<file path="config.mk">
export PLATFORM = sky130hd
export DESIGN_NAME = rxd_top
export DESIGN_NICKNAME = d
export VERILOG_FILES = /design/src/rxd_pkg.sv /design/src/rxd_chan_if.sv /design/src/rxd_chan.sv /design/src/rxd_top.sv
export SDC_FILE = /design/constraint.sdc
export NUM_CORES = 1
export LEC_CHECK = 0
export ABC_AREA = 0
export BUFFER_PORTS_ARGS = -buffer_cell sky130_fd_sc_hd__buf_2
export CAP_MARGIN = 40
export CORE_UTILIZATION = 35
export DETAILED_ROUTE_END_ITERATION = 6
export PLACE_DENSITY = 0.48
export SLEW_MARGIN = 20
export SYNTH_ARGS = -nofsm -noshare
export SYNTH_HDL_FRONTEND = slang
export SYNTH_SLANG_ARGS = --single-unit
</file>
<file path="constraint.sdc">
create_clock -name core_clk_i -period 6.73 [get_ports core_clk_i]
set_input_delay 1.346 -clock core_clk_i [delete_from_list [all_inputs] [get_ports core_clk_i]]
set_output_delay 1.346 -clock core_clk_i [all_outputs]
set_load 0.1 [all_outputs]
</file>
<file path="src/rxd_pkg.sv">
// Shared constants for the receiver-detect configuration block.
// Assumes a 10 MHz core clock and 8-bit register addresses and data.
package rxd_pkg;
    localparam int unsigned CLK_HZ = 10_000_000;
    localparam int unsigned TICK_US = 1000;
    localparam int unsigned TICK_CYCLES = CLK_HZ / 1_000_000 * TICK_US;
    localparam int unsigned PROBE_PERIOD_MS = 12;
    localparam int unsigned POLL_WINDOW_MS = 600;
    localparam int unsigned PROBE_PERIOD_TICKS =
        PROBE_PERIOD_MS * 1000 / TICK_US;
    localparam int unsigned POLL_WINDOW_TICKS =
        POLL_WINDOW_MS * 1000 / TICK_US;
    localparam int unsigned NUM_CHAN = 2;
    localparam int unsigned SYNC_PINS = 5;

    localparam logic [7:0] OFS_GLOBAL_CTRL = 8'h06;
    localparam logic [7:0] OFS_STATUS = 8'h07;
    localparam logic [7:0] OFS_DETECT_OWNER = 8'h08;
    localparam logic [7:0] OFS_CHAN_A_MODE = 8'h0E;
    localparam logic [7:0] OFS_CHAN_B_MODE = 8'h15;

    localparam logic [7:0] VAL_COMMIT = 8'h18;
    localparam logic [7:0] VAL_OWNER_REGS = 8'h08;
    localparam logic [7:0] VAL_MODE_LIMITED = 8'h04;
    localparam logic [7:0] VAL_MODE_UNLIMITED = 8'h08;

    localparam logic [7:0] RST_GLOBAL_CTRL = 8'h00;
    localparam logic [7:0] RST_DETECT_OWNER = 8'h00;
    localparam logic [7:0] RST_CHAN_MODE = 8'h00;
    localparam logic [7:0] RDATA_UNMAPPED = 8'h00;

    // Synchronised pin vector positions
    localparam int unsigned PIN_STRAP = 0;
    localparam int unsigned PIN_SER_EN = 1;
    localparam int unsigned PIN_POWER_DOWN = 2;
    localparam int unsigned PIN_SENSE_A = 3;
    // Power-down reads as asserted until the synchroniser has filled
    localparam logic [4:0] RST_PINS = 5'h04;

    typedef enum logic [1:0] {
        RXD_IDLE,
        RXD_POLL,
        RXD_FOUND,
        RXD_EXPIRED
    } rxd_state_t;
endpackage

</file>
<file path="src/rxd_chan_if.sv">
// Carrier between the control top and one channel detect engine.
// Assumes both ends sit on the same core clock.
`timescale 1ns/1ps
`default_nettype none
interface rxd_chan_if;
    logic tick;
    logic start;
    logic run;
    logic limited;
    logic rx_present;
    logic probe;
    logic term;
    logic expired;
    modport ctrl (
        output tick, start, run, limited, rx_present,
        input probe, term, expired
    );
    modport chan (
        input tick, start, run, limited, rx_present,
        output probe, term, expired
    );
endinterface
`default_nettype wire

</file>
<file path="src/rxd_chan.sv">
// One channel's automatic receiver-detect engine.
// Assumes a one-cycle millisecond tick and a synchronised receiver sense.
`timescale 1ns/1ps
`default_nettype none
module rxd_chan #(
    parameter int unsigned PERIOD_TICKS = rxd_pkg::PROBE_PERIOD_TICKS,
    parameter int unsigned WINDOW_TICKS = rxd_pkg::POLL_WINDOW_TICKS
) (
    input wire logic core_clk_i,
    input wire logic rst_i,
    rxd_chan_if.chan ch
);
    rxd_pkg::rxd_state_t state_reg;
    logic [15:0] period_reg;
    logic [15:0] window_reg;

    assign ch.term = (state_reg == rxd_pkg::RXD_FOUND);
    assign ch.expired = (state_reg == rxd_pkg::RXD_EXPIRED);

    always_ff @(posedge core_clk_i) begin
        if (rst_i || !ch.run) begin
            state_reg <= rxd_pkg::RXD_IDLE;
            period_reg <= 16'h0000;
            window_reg <= 16'h0000;
            ch.probe <= 1'b0;
        end else if (ch.start) begin
            // First probe goes out at once, then on the period
            state_reg <= rxd_pkg::RXD_POLL;
            period_reg <= 16'h0000;
            window_reg <= 16'h0000;
            ch.probe <= 1'b1;
        end else begin
            ch.probe <= 1'b0;
            case (state_reg)
                rxd_pkg::RXD_POLL: begin
                    if (ch.probe && ch.rx_present) begin
                        // Found wins over a window ending in the same cycle
                        state_reg <= rxd_pkg::RXD_FOUND;
                    end else if (ch.tick) begin
                        if (period_reg == 16'(PERIOD_TICKS - 1)) begin
                            period_reg <= 16'h0000;
                            ch.probe <= 1'b1;
                        end else begin
                            period_reg <= period_reg + 16'h0001;
                        end
                        if (ch.limited &&
                            window_reg == 16'(WINDOW_TICKS - 1)) begin
                            state_reg <= rxd_pkg::RXD_EXPIRED;
                            ch.probe <= 1'b0;
                        end else begin
                            window_reg <= window_reg + 16'h0001;
                        end
                    end
                end
                rxd_pkg::RXD_FOUND: state_reg <= rxd_pkg::RXD_FOUND;
                rxd_pkg::RXD_EXPIRED: begin
                    state_reg <= rxd_pkg::RXD_EXPIRED;
                end
                default: state_reg <= rxd_pkg::RXD_IDLE;
            endcase
        end
    end
endmodule
`default_nettype wire

</file>
<file path="src/rxd_top.sv">
// Receiver-detect configuration and control for a one-lane redriver.
// Assumes an upstream serial front end that turns bus frames into
// single-cycle register reads and writes on the core clock.
//
// Summary of operation
// - Channel A mode 0x04 at offset 0x0E probes every 12 ms and stops after 600 ms.
// - Mode 0x08 probes every 12 ms with no limit until a receiver is found.
// - Channel B mode at offset 0x15 takes the same two choices with the same behaviour.
// - Except with the strap high under pin control, input termination stays high impedance until detection, then switches to 50 ohms.
// - Writing 0x18 to offset 0x06 is what applies the earlier detect settings to the channels.
`timescale 1ns/1ps
`default_nettype none
module rxd_top #(
    parameter int unsigned TICK_CYCLES = rxd_pkg::TICK_CYCLES
) (
    input wire logic core_clk_i,
    input wire logic rst_i,
    input wire logic reg_wr_i,
    input wire logic reg_rd_i,
    input wire logic [7:0] reg_addr_i,
    input wire logic [7:0] reg_wdata_i,
    output logic [7:0] reg_rdata_o,
    output logic reg_rvalid_o,
    input wire logic receiver_detect_pin_i,
    input wire logic serial_config_enable_pin_i,
    input wire logic power_down_pin_i,
    input wire logic [1:0] rx_sense_i,
    input wire logic eeprom_load_done_i,
    output logic load_complete_n_o,
    output logic [1:0] probe_o,
    output logic [1:0] term_50_o,
    output logic [1:0] detect_expired_o
);
    localparam int unsigned NCH = rxd_pkg::NUM_CHAN;
    localparam int unsigned NSP = rxd_pkg::SYNC_PINS;

    logic [7:0] global_ctrl_reg;
    logic [7:0] owner_reg;
    logic [7:0] mode_reg [NCH];
    logic [7:0] owner_applied_reg;
    logic [7:0] mode_applied_reg [NCH];
    logic commit_reg;
    logic [NSP-1:0] pins_raw;
    logic [NSP-1:0] sync1_reg;
    logic [NSP-1:0] sync2_reg;
    logic [NSP-1:0] sync3_reg;
    logic [NSP-1:0] pins_reg;
    logic [15:0] tick_cnt_reg;
    logic tick_reg;
    logic run_reg;
    logic run_prev_reg;
    logic regs_own;
    logic strap_bypass;
    logic [NCH-1:0] ch_probe;
    logic [NCH-1:0] ch_term;
    logic [NCH-1:0] ch_expired;

    rxd_chan_if chif [NCH] ();

    assign pins_raw = {rx_sense_i, power_down_pin_i,
                       serial_config_enable_pin_i, receiver_detect_pin_i};

    // Three stages; a change counts once stages two and three agree
    always_ff @(posedge core_clk_i) begin
        if (rst_i) begin
            // Avoids a false power-down release right after reset
            sync1_reg <= rxd_pkg::RST_PINS;
            sync2_reg <= rxd_pkg::RST_PINS;
            sync3_reg <= rxd_pkg::RST_PINS;
            pins_reg <= rxd_pkg::RST_PINS;
        end else begin
            sync1_reg <= pins_raw;
            sync2_reg <= sync1_reg;
            sync3_reg <= sync2_reg;
            for (int i = 0; i < NSP; i++) begin
                if (sync2_reg[i] == sync3_reg[i]) begin
                    pins_reg[i] <= sync3_reg[i];
                end
            end
        end
    end

    // Millisecond enable for the probe period and window counters
    always_ff @(posedge core_clk_i) begin
        if (rst_i) begin
            tick_cnt_reg <= 16'h0000;
            tick_reg <= 1'b0;
        end else if (tick_cnt_reg == 16'(TICK_CYCLES - 1)) begin
            tick_cnt_reg <= 16'h0000;
            tick_reg <= 1'b1;
        end else begin
            tick_cnt_reg <= tick_cnt_reg + 16'h0001;
            tick_reg <= 1'b0;
        end
    end

    // Register writes
    always_ff @(posedge core_clk_i) begin
        if (rst_i) begin
            global_ctrl_reg <= rxd_pkg::RST_GLOBAL_CTRL;
            owner_reg <= rxd_pkg::RST_DETECT_OWNER;
            mode_reg[0] <= rxd_pkg::RST_CHAN_MODE;
            mode_reg[1] <= rxd_pkg::RST_CHAN_MODE;
        end else if (reg_wr_i) begin
            case (reg_addr_i)
                rxd_pkg::OFS_GLOBAL_CTRL: global_ctrl_reg <= reg_wdata_i;
                rxd_pkg::OFS_DETECT_OWNER: owner_reg <= reg_wdata_i;
                rxd_pkg::OFS_CHAN_A_MODE: mode_reg[0] <= reg_wdata_i;
                rxd_pkg::OFS_CHAN_B_MODE: mode_reg[1] <= reg_wdata_i;
                default: owner_reg <= owner_reg;
            endcase
        end
    end

    // Settings reach the channels only on the commit write
    always_ff @(posedge core_clk_i) begin
        if (rst_i) begin
            owner_applied_reg <= rxd_pkg::RST_DETECT_OWNER;
            mode_applied_reg[0] <= rxd_pkg::RST_CHAN_MODE;
            mode_applied_reg[1] <= rxd_pkg::RST_CHAN_MODE;
            commit_reg <= 1'b0;
        end else begin
            commit_reg <= 1'b0;
            if (reg_wr_i && reg_addr_i == rxd_pkg::OFS_GLOBAL_CTRL &&
                reg_wdata_i == rxd_pkg::VAL_COMMIT) begin
                owner_applied_reg <= owner_reg;
                mode_applied_reg[0] <= mode_reg[0];
                mode_applied_reg[1] <= mode_reg[1];
                commit_reg <= 1'b1;
            end
        end
    end

    // Reads: one cycle later, unmapped offsets answer zero
    always_ff @(posedge core_clk_i) begin
        if (rst_i) begin
            reg_rdata_o <= rxd_pkg::RDATA_UNMAPPED;
            reg_rvalid_o <= 1'b0;
        end else begin
            reg_rvalid_o <= reg_rd_i;
            if (reg_rd_i) begin
                case (reg_addr_i)
                    rxd_pkg::OFS_GLOBAL_CTRL: reg_rdata_o <= global_ctrl_reg;
                    rxd_pkg::OFS_STATUS:
                        reg_rdata_o <= {2'b00, !run_reg, regs_own,
                                        ch_expired, ch_term};
                    rxd_pkg::OFS_DETECT_OWNER: reg_rdata_o <= owner_reg;
                    rxd_pkg::OFS_CHAN_A_MODE: reg_rdata_o <= mode_reg[0];
                    rxd_pkg::OFS_CHAN_B_MODE: reg_rdata_o <= mode_reg[1];
                    default: reg_rdata_o <= rxd_pkg::RDATA_UNMAPPED;
                endcase
            end
        end
    end

    assign regs_own = (owner_applied_reg == rxd_pkg::VAL_OWNER_REGS);
    // Strap high under pin control: no detection, termination on at once
    assign strap_bypass = !regs_own && pins_reg[rxd_pkg::PIN_STRAP];

    // Power-down holds the engines idle; release restarts detection
    always_ff @(posedge core_clk_i) begin
        if (rst_i) begin
            run_reg <= 1'b0;
            run_prev_reg <= 1'b0;
        end else begin
            run_reg <= !pins_reg[rxd_pkg::PIN_POWER_DOWN];
            run_prev_reg <= run_reg;
        end
    end

    // Flag is low only while the EEPROM load has finished
    always_ff @(posedge core_clk_i) begin
        if (rst_i) begin
            load_complete_n_o <= 1'b1;
        end else begin
            load_complete_n_o <= !(eeprom_load_done_i &&
                                   !pins_reg[rxd_pkg::PIN_SER_EN]);
        end
    end

    for (genvar c = 0; c < NCH; c++) begin : g_chan
        logic mode_ok;
        assign mode_ok = (mode_applied_reg[c] == rxd_pkg::VAL_MODE_LIMITED) ||
                         (mode_applied_reg[c] == rxd_pkg::VAL_MODE_UNLIMITED);
        assign chif[c].tick = tick_reg;
        // Strap control polls without limit from power-up
        assign chif[c].run = run_reg && !strap_bypass &&
                             (!regs_own || mode_ok);
        assign chif[c].start = (run_reg && !run_prev_reg) || commit_reg;
        assign chif[c].limited = regs_own &&
            (mode_applied_reg[c] == rxd_pkg::VAL_MODE_LIMITED);
        assign chif[c].rx_present = pins_reg[rxd_pkg::PIN_SENSE_A + c];
        assign ch_probe[c] = chif[c].probe;
        assign ch_term[c] = chif[c].term;
        assign ch_expired[c] = chif[c].expired;

        rxd_chan #(
            .PERIOD_TICKS(rxd_pkg::PROBE_PERIOD_TICKS),
            .WINDOW_TICKS(rxd_pkg::POLL_WINDOW_TICKS)
        ) u_chan (
            .core_clk_i(core_clk_i),
            .rst_i(rst_i),
            .ch(chif[c])
        );
    end

    always_ff @(posedge core_clk_i) begin
        if (rst_i) begin
            probe_o <= 2'b00;
            term_50_o <= 2'b00;
            detect_expired_o <= 2'b00;
        end else begin
            probe_o <= ch_probe;
            term_50_o <= strap_bypass && run_reg ? 2'b11 : ch_term;
            detect_expired_o <= ch_expired;
        end
    end
endmodule
`default_nettype wire

</file>
==> impl_results.md, run 1 <==
* Fin. Hold Viols at 0
* Synth top area cells: dfxtp_1 (39%), edfxtp_1 (13%), nor2_1 (5.9%)
* Netlist Area Pre-Place at 7680 sq um
* Tmin final at 3500 ps
* Pwr/cell area at ~250 nW/um^2
* P_sw at between 0.0005 and 0.0006 W
* DRC at 0
* CP required at about 6800 ps
* Synth top area share at 0.391
* # nets final at a little under 900
* Largest net degree at the start of global routing at 55
* Max Freq at about 0.29 GHz
* Chip Width at around 150 um
* Startpoint Class: primary input
* Ys Warns at 0
* Post-DP HPWL at between 10 and 15 mm
* GR Overflow Total at 0
* Count leader, synth: dfxtp_1
* R2r worst-path depth at 5
* Final setup vio count at 0
* Longest Clk Path Bufs at 2
* DR vias at approximately 5700
* Routed wire per std cell at between 10 and 15 um
* Setup Fix Bufs, Post-CTS at 0
* Crit path max fanout at 16
* Initial antenna violation count at 0
* Fin cells at between 1000 and 1500
* Clock power frac at 0.449
* Initial Utilization at 0.361
* Setup_tns at 0 ps
* Buf+Inv Stages, Crit Path at 1
* Fraction of layout cells with a size suffix above 1 at 0.115
* Reg power frac at 0.520
* Detailed Route Iter0 Violations at between 300 and 400
* Cts repair resizes at 0
* Max-cap viol count at 0
* First-pass GRT wire length at around 27 mm
* Top cells by count, synth: dfxtp_1 (150), nor2_1 (120), nand2_1 (50), nand3_1 (39), xor2_1 (36)
* Synth cell types at slightly below 60
* Post-synthesis sequential area ratio at 0.516
* Register area at around 4000 sq um
* Worst hold stages at 1
* Htree depth at 4
* Dpl cells at about 1100
* Vias in the first global route at 5406
* Yosys top cell by area: dfxtp_1
* Switching Share at 0.240
* Area growth syn-to-layout at 13.7%
* #FFs+latches synth at about 180
* CP Class: primary input to register
* Mapped Nets at approximately 830
* Number of synthesized flops with an enable pin at 32
* Max Slew Vio Count at 0
* Leak pwr at approximately 2.9 nW
* Total GRT Usage at 0.156
* Die H at around 150 um
* CTS tree: done
* Asr flop ratio synth at 0
* Clock skew at approximately 9.0 ps
* Slowest cell on crit path: and4b_1
* Mean Syn Cell Area at between 9 and 10 sq um
* CP endpoint kind: register
* Filler instances at around 2100
* HP Class: register to register
* Logic pwr share at 0.030
* Area of the core at 21300 sq um
* Hold_buf cts at 0
* Routability cong. at 0.817
* Inserted Diodes at 0
* Crit path largest cell delay at slightly above 600 ps
* Final period utilization at 0.520
* Crit path cell chain: buf_2 -> nor4bb_1 -> and4b_1 -> and3_1 -> or2_2
* Cts bufs inserted at 17
* CTS sink cnt at approximately 180
* R2r endpoint: g_chan[1].u_chan.window_reg[2]
* Clock transition at path regs at 70 ps
* Cells after Synth at around 800
* ANT nets after route at 0
* Die area at 22600 sq um
* DRT Wirelength at approximately 17 mm
* CP arrival at 3590 ps
* Hold Crit Start: sync1_reg[2]
* I/O pin total at 42
* Multi-input logic area at 3560 sq um
* Least-Margin Pin Slew at approximately 920 ps
* Reg2Reg Launch Point: owner_applied_reg[4]
* RSZ-0062 raised after global routing: false
* Int Power at approximately 0.0017 W
* DRT Pass-1 Iters at 4
* CTS root buffer: clkbuf_16
* Outcome: finished clean
* Port bufs at between 40 and 50
* Max VDD drop at roughly 0.00013 V
* R2r setup slk at ~4200 ps
* Hold Slack at between 400 and 500 ps
* FP Rows at 53
* Hold EP: sync2_reg[2]
* DR vias/cell at 5.11
* Dominant synthesized flop cell: dfxtp_1
* Total power at 0.00217 W
* Relative slew slack at 0.384
* CP top delay family: simple AND/OR/NAND/NOR gates
* Clock Latency Late Sink at between 400 and 500 ps
## through the flow
step	instance area, sq um	utilization	setup WS [ps]
final	8730	0.410	3230
after detailed placement	8150	0.383	2760
after global placement	8140	0.382	2850
after floorplan	7680	-	3580
after global routing	8730	0.410	3030
after CTS	8720	0.410	3220
## power by group through the flow
stage	registers, W	clock network [W]	logic [W]
floorplan	0.00117	0	0.0000277
global placement	0.00115	0	0.0000655
detailed placement	0.00115	0	0.0000663
global route	0.00113	0.00105	0.0000718
finish	0.00113	0.000976	0.0000661
CTS	0.00113	0.00101	0.0000666
## routing by layer
metal	vias up	wire length [um]	global-route usage	part of all wire
li1	2893	-	-	-
met1	2733	8190	0.209	0.50
met2	98	7510	0.248	0.45
met3	20	562	0.0315	0.034
met4	0	255	0.0586	0.015
met5	-	0	0	0
## how the worst max path moves through the flow
stage / from / to / slack [ps] / depth (start not counted)
3_3_place_gp: reg_addr_i[3] / mode_applied_reg[0][14] / 2850 / 5
4_1_cts: reg_addr_i[3] / mode_applied_reg[0][0] / 3220 / 5
5_1_grt: reg_addr_i[2] / mode_applied_reg[0][2] / 3030 / 6
2_1_floorplan: reg_addr_i[5] / mode_applied_reg[0][0] / 3580 / 6
3_5_place_dp: reg_addr_i[3] / mode_applied_reg[0][14] / 2760 / 5
6_report: reg_addr_i[3] / mode_applied_reg[0][0] / 3230 / 5
## cell usage in the layout, fill, tap and decap left out, types with 10 or more instances in the layout
cell type / netlist / routed
nor2b_1: 21 / 21
and2_1: 30 / 30
nor4_1: 12 / 12
edfxtp_1: 32 / 32
a21oi_1: 30 / 30
and3_1: 10 / 10
buf_2: 5 / 42
xor2_1: 36 / 36
xnor2_1: 26 / 26
nand2_1: 50 / 50
nand2b_1: 10 / 10
clkbuf_16: 0 / 18
nor3_1: 17 / 17
dfxtp_1: 150 / 150
o21ai_0: 25 / 25
nand4_1: 22 / 22
or3_1: 13 / 13
nor2_1: 120 / 120
nand3_1: 39 / 39
mux2i_1: 24 / 24
## layout make-up
class	instances	area share
multi-input cells	578	0.407
flip-flops and latches	182	0.454
repair buffers	49	0.0298
well taps	275	0.0394
inverters	8	0.00344
clock buffers	18	0.0516
clock inverters	14	0.0148
## logic make-up after synthesis
family | synth area share
XOR/XNOR | 0.0707
multiplexers | 0.0313
adder cells (fa/ha/maj) | 0.00814
flip-flops | 0.516
buffers and inverters | 0.0213
AND/OR/NAND/NOR | 0.267
AO/OA/AOI/OAI | 0.0855
Note: power is estimated with default switching activity, not from simulation.
==> inputs of run 2 (changes only) <==
==> constraint.sdc (replaced) <==
create_clock -name core_clk_i -period 3.53 [get_ports core_clk_i]
set_input_delay 0.706 -clock core_clk_i [delete_from_list [all_inputs] [get_ports core_clk_i]]
set_output_delay 0.706 -clock core_clk_i [all_outputs]
set_load 0.1 [all_outputs]
==> run 2 against run 1 <==
Effect of this change: clock skew grew 6.4 ps; final cell count up 0.36%; clock power is 98% higher; global-route usage increased by 0.72 points; critical endpoint is now g_chan[0].u_chan.window_reg[10].
==> impl_results.md, run 2 (synthesized netlist as in run 1, its figures left out) <==
* RSZ-0062 raised after global routing: false
* Cts repair resizes at 0 (unchanged)
* Detailed Route Iter0 Violations at 299 (-2.0%)
* Fraction of layout cells with a size suffix above 1 at 0.120 (+0.00415)
* Fin cells at 1128 (+0.36%)
* Most frequent cells in the layout: dfxtp_1 (150), nor2_1 (120), nand2_1 (50)
* Htree depth at 4 (unchanged)
* Max Freq at between 0.3 and 0.4 GHz
* Chip Width at 150 um (unchanged)
* Commonest non-fill, non-tap cell in the layout: dfxtp_1
* Slowest cell on crit path: or4b_1
* ANT nets after route at 0 (unchanged)
* Tmin final at between 2000 and 3000 ps
* DRT Pass-1 Iters at 5 (+1)
* Top Metal Used: met4
* Setup_tns at 0 ps (unchanged)
* Post-DP HPWL at 12.3 mm (+4.7%)
* Max-cap viol count at 0 (unchanged)
* Outcome: finished clean
* Crit path max fanout at 14 (-2)
* Startpoint Class: register
* Leak pwr at 2.94 nW (+1.1%)
* Filler instances at 2067 (-0.82%)
* I/O pin total at 42 (unchanged)
* Die area at 22600 sq um (unchanged)
* M1 wire length at 8.48 mm (+3.6%)
* DRC at 0 (unchanged)
* Max Slew Vio Count at 0 (unchanged)
* CP arrival at 2900 ps (-690 ps)
* Port bufs at 41 (unchanged)
* Longest Clk Path Bufs at 2 (unchanged)
* Pre-CTS setup slack at 618 ps (-2140 ps)
* Buf+Inv Stages, Crit Path at 0 (-1)
* Final setup vio count at 0 (unchanged)
* Pwr/cell area at 479 nW/um^2 (+93%)
* Multi-input logic area at 3560 sq um (unchanged)
* Area of the core at 21300 sq um (unchanged)
* Clock skew at 15.3 ps (+6.36 ps)
* FP Rows at 53 (unchanged)
* Final period utilization at 0.719
* Max VDD drop at 0.000269 V (+100%)
* Largest net degree at the start of global routing at 71 (+29%)
* Least-Margin Pin Slew at 830 ps (-86.7 ps)
* # nets final at 871 (+0.46%)
* DR vias at 5766 (+0.38%)
* Total GRT Usage at 0.163 (+0.00723)
* Clock transition at path regs at 70 ps (about the same)
* Initial Utilization at 0.361 (unchanged)
* Dpl cells at 1094 (+0.37%)
* Cts bufs inserted at 17 (unchanged)
* DR vias/cell at 5.11 (about the same)
* HP Class: register to register
* Fin. Hold Viols at 0 (unchanged)
* Register area at 3960 sq um (unchanged)
* CP endpoint kind: register
* Routability cong. at 0.824 (+0.96%)
* Initial antenna violation count at 0 (unchanged)
* Routed wire per std cell at 15.1 um (+2.7%)
* Relative slew slack at 0.445 (+0.0613)
* First-pass GRT wire length at 28.5 mm (+4.0%)
* CP Class: register to register
* Crit path cell chain: or4b_1 -> or2_1 -> o31ai_1 -> nand2_1 -> a21oi_1
* Area growth syn-to-layout at 14.4%
* Setup Fix Bufs, Post-CTS at 0 (unchanged)
* DRT Wirelength at 17.0 mm (+3.1%)
* Clock Latency Late Sink at 440 ps (about the same)
* Final setup margin at 994 ps (-2240 ps)
* Vias in the first global route at 5644 (+4.4%)
* CP top delay family: simple AND/OR/NAND/NOR gates
* Met3 routed WL at 513 um (-8.7%)
* CP required at 3890 ps (-2930 ps)
* Die H at 150 um (unchanged)
* CTS tree: done
* Hold_buf cts at 0 (unchanged)
* GR Overflow Total at 0 (unchanged)
* Met2 WL at 7.80 mm (+3.9%)
* Crit path largest cell delay at 600 ps (-20 ps)
* CTS sink cnt at 182 (unchanged)
* CTS root buffer: clkbuf_16
* Inserted Diodes at 0 (unchanged)
run 2: cell types whose count changed in the layout (fill, tap and decap cells not counted):
| cell | change |
|---|---|
| buf_2 | +1 |
| clkbuf_16 | -1 |
| buf_4 | +4 |
| clkinv_4 | -2 |
| inv_8 | +1 |
| clkinv_2 | -1 |
| bufinv_16 | +1 |
| clkinv_8 | +2 |
| clkbuf_2 | -1 |
run 2: worst paths after layout:
check / depth (start not counted) / slack, ps / to / start
min reg2reg: 1 / 410 / sync2_reg[2] / sync1_reg[2]
max reg2reg: 5 / 990 / g_chan[0].u_chan.window_reg[10] / owner_applied_reg[0]
max: 5 / 990 / g_chan[0].u_chan.window_reg[10] / owner_applied_reg[0]
min: 1 / 410 / sync2_reg[2] / sync1_reg[2]
run 2: per-layer routing:
metal / global-route usage / vias to the layer above
li1: - / 2905
met1: 0.221 / 2745
met4: 0.0545 / 0
met5: 0 / -
met2: 0.255 / 99
met3: 0.0391 / 17
run 2: worst reg2reg max path: cells and delay by family, from the launching register on:
family / cells / cell delay [ps]
AOI/OAI and AO/OA: 2 / 690
and+or+nand+nor: 3 / 1460
DFF: 1 / 310
run 2: area by class of cell:
type,instances,share of cell area
flip-flops and latches,182,0.451
clock buffers,17,0.0484
clock inverters,15,0.0205
multi-input cells,578,0.405
repair buffers,53,0.0330
well taps,275,0.0391
inverters,8,0.00342
run 2: power by group:
part | internal, W | switching [W] | total [W]
Sequential | 0.00214 | 0.0000180 | 0.00215
Clock | 0.00102 | 0.000908 | 0.00193
Combinational | 0.0000353 | 0.0000904 | 0.000126
Total | 0.00319 | 0.00102 | 0.00421
run 2: per-stage QoR:
step	utilization	cell area (sq um)	power, W	hold slack [ps]
floorplan	-	7680	0.00228	389
global placement	0.384	8170	0.00233	395
detailed placement	0.384	8180	0.00233	397
CTS	0.413	8780	0.00427	393
global route	0.413	8790	0.00437	395
finish	0.413	8790	0.00421	413
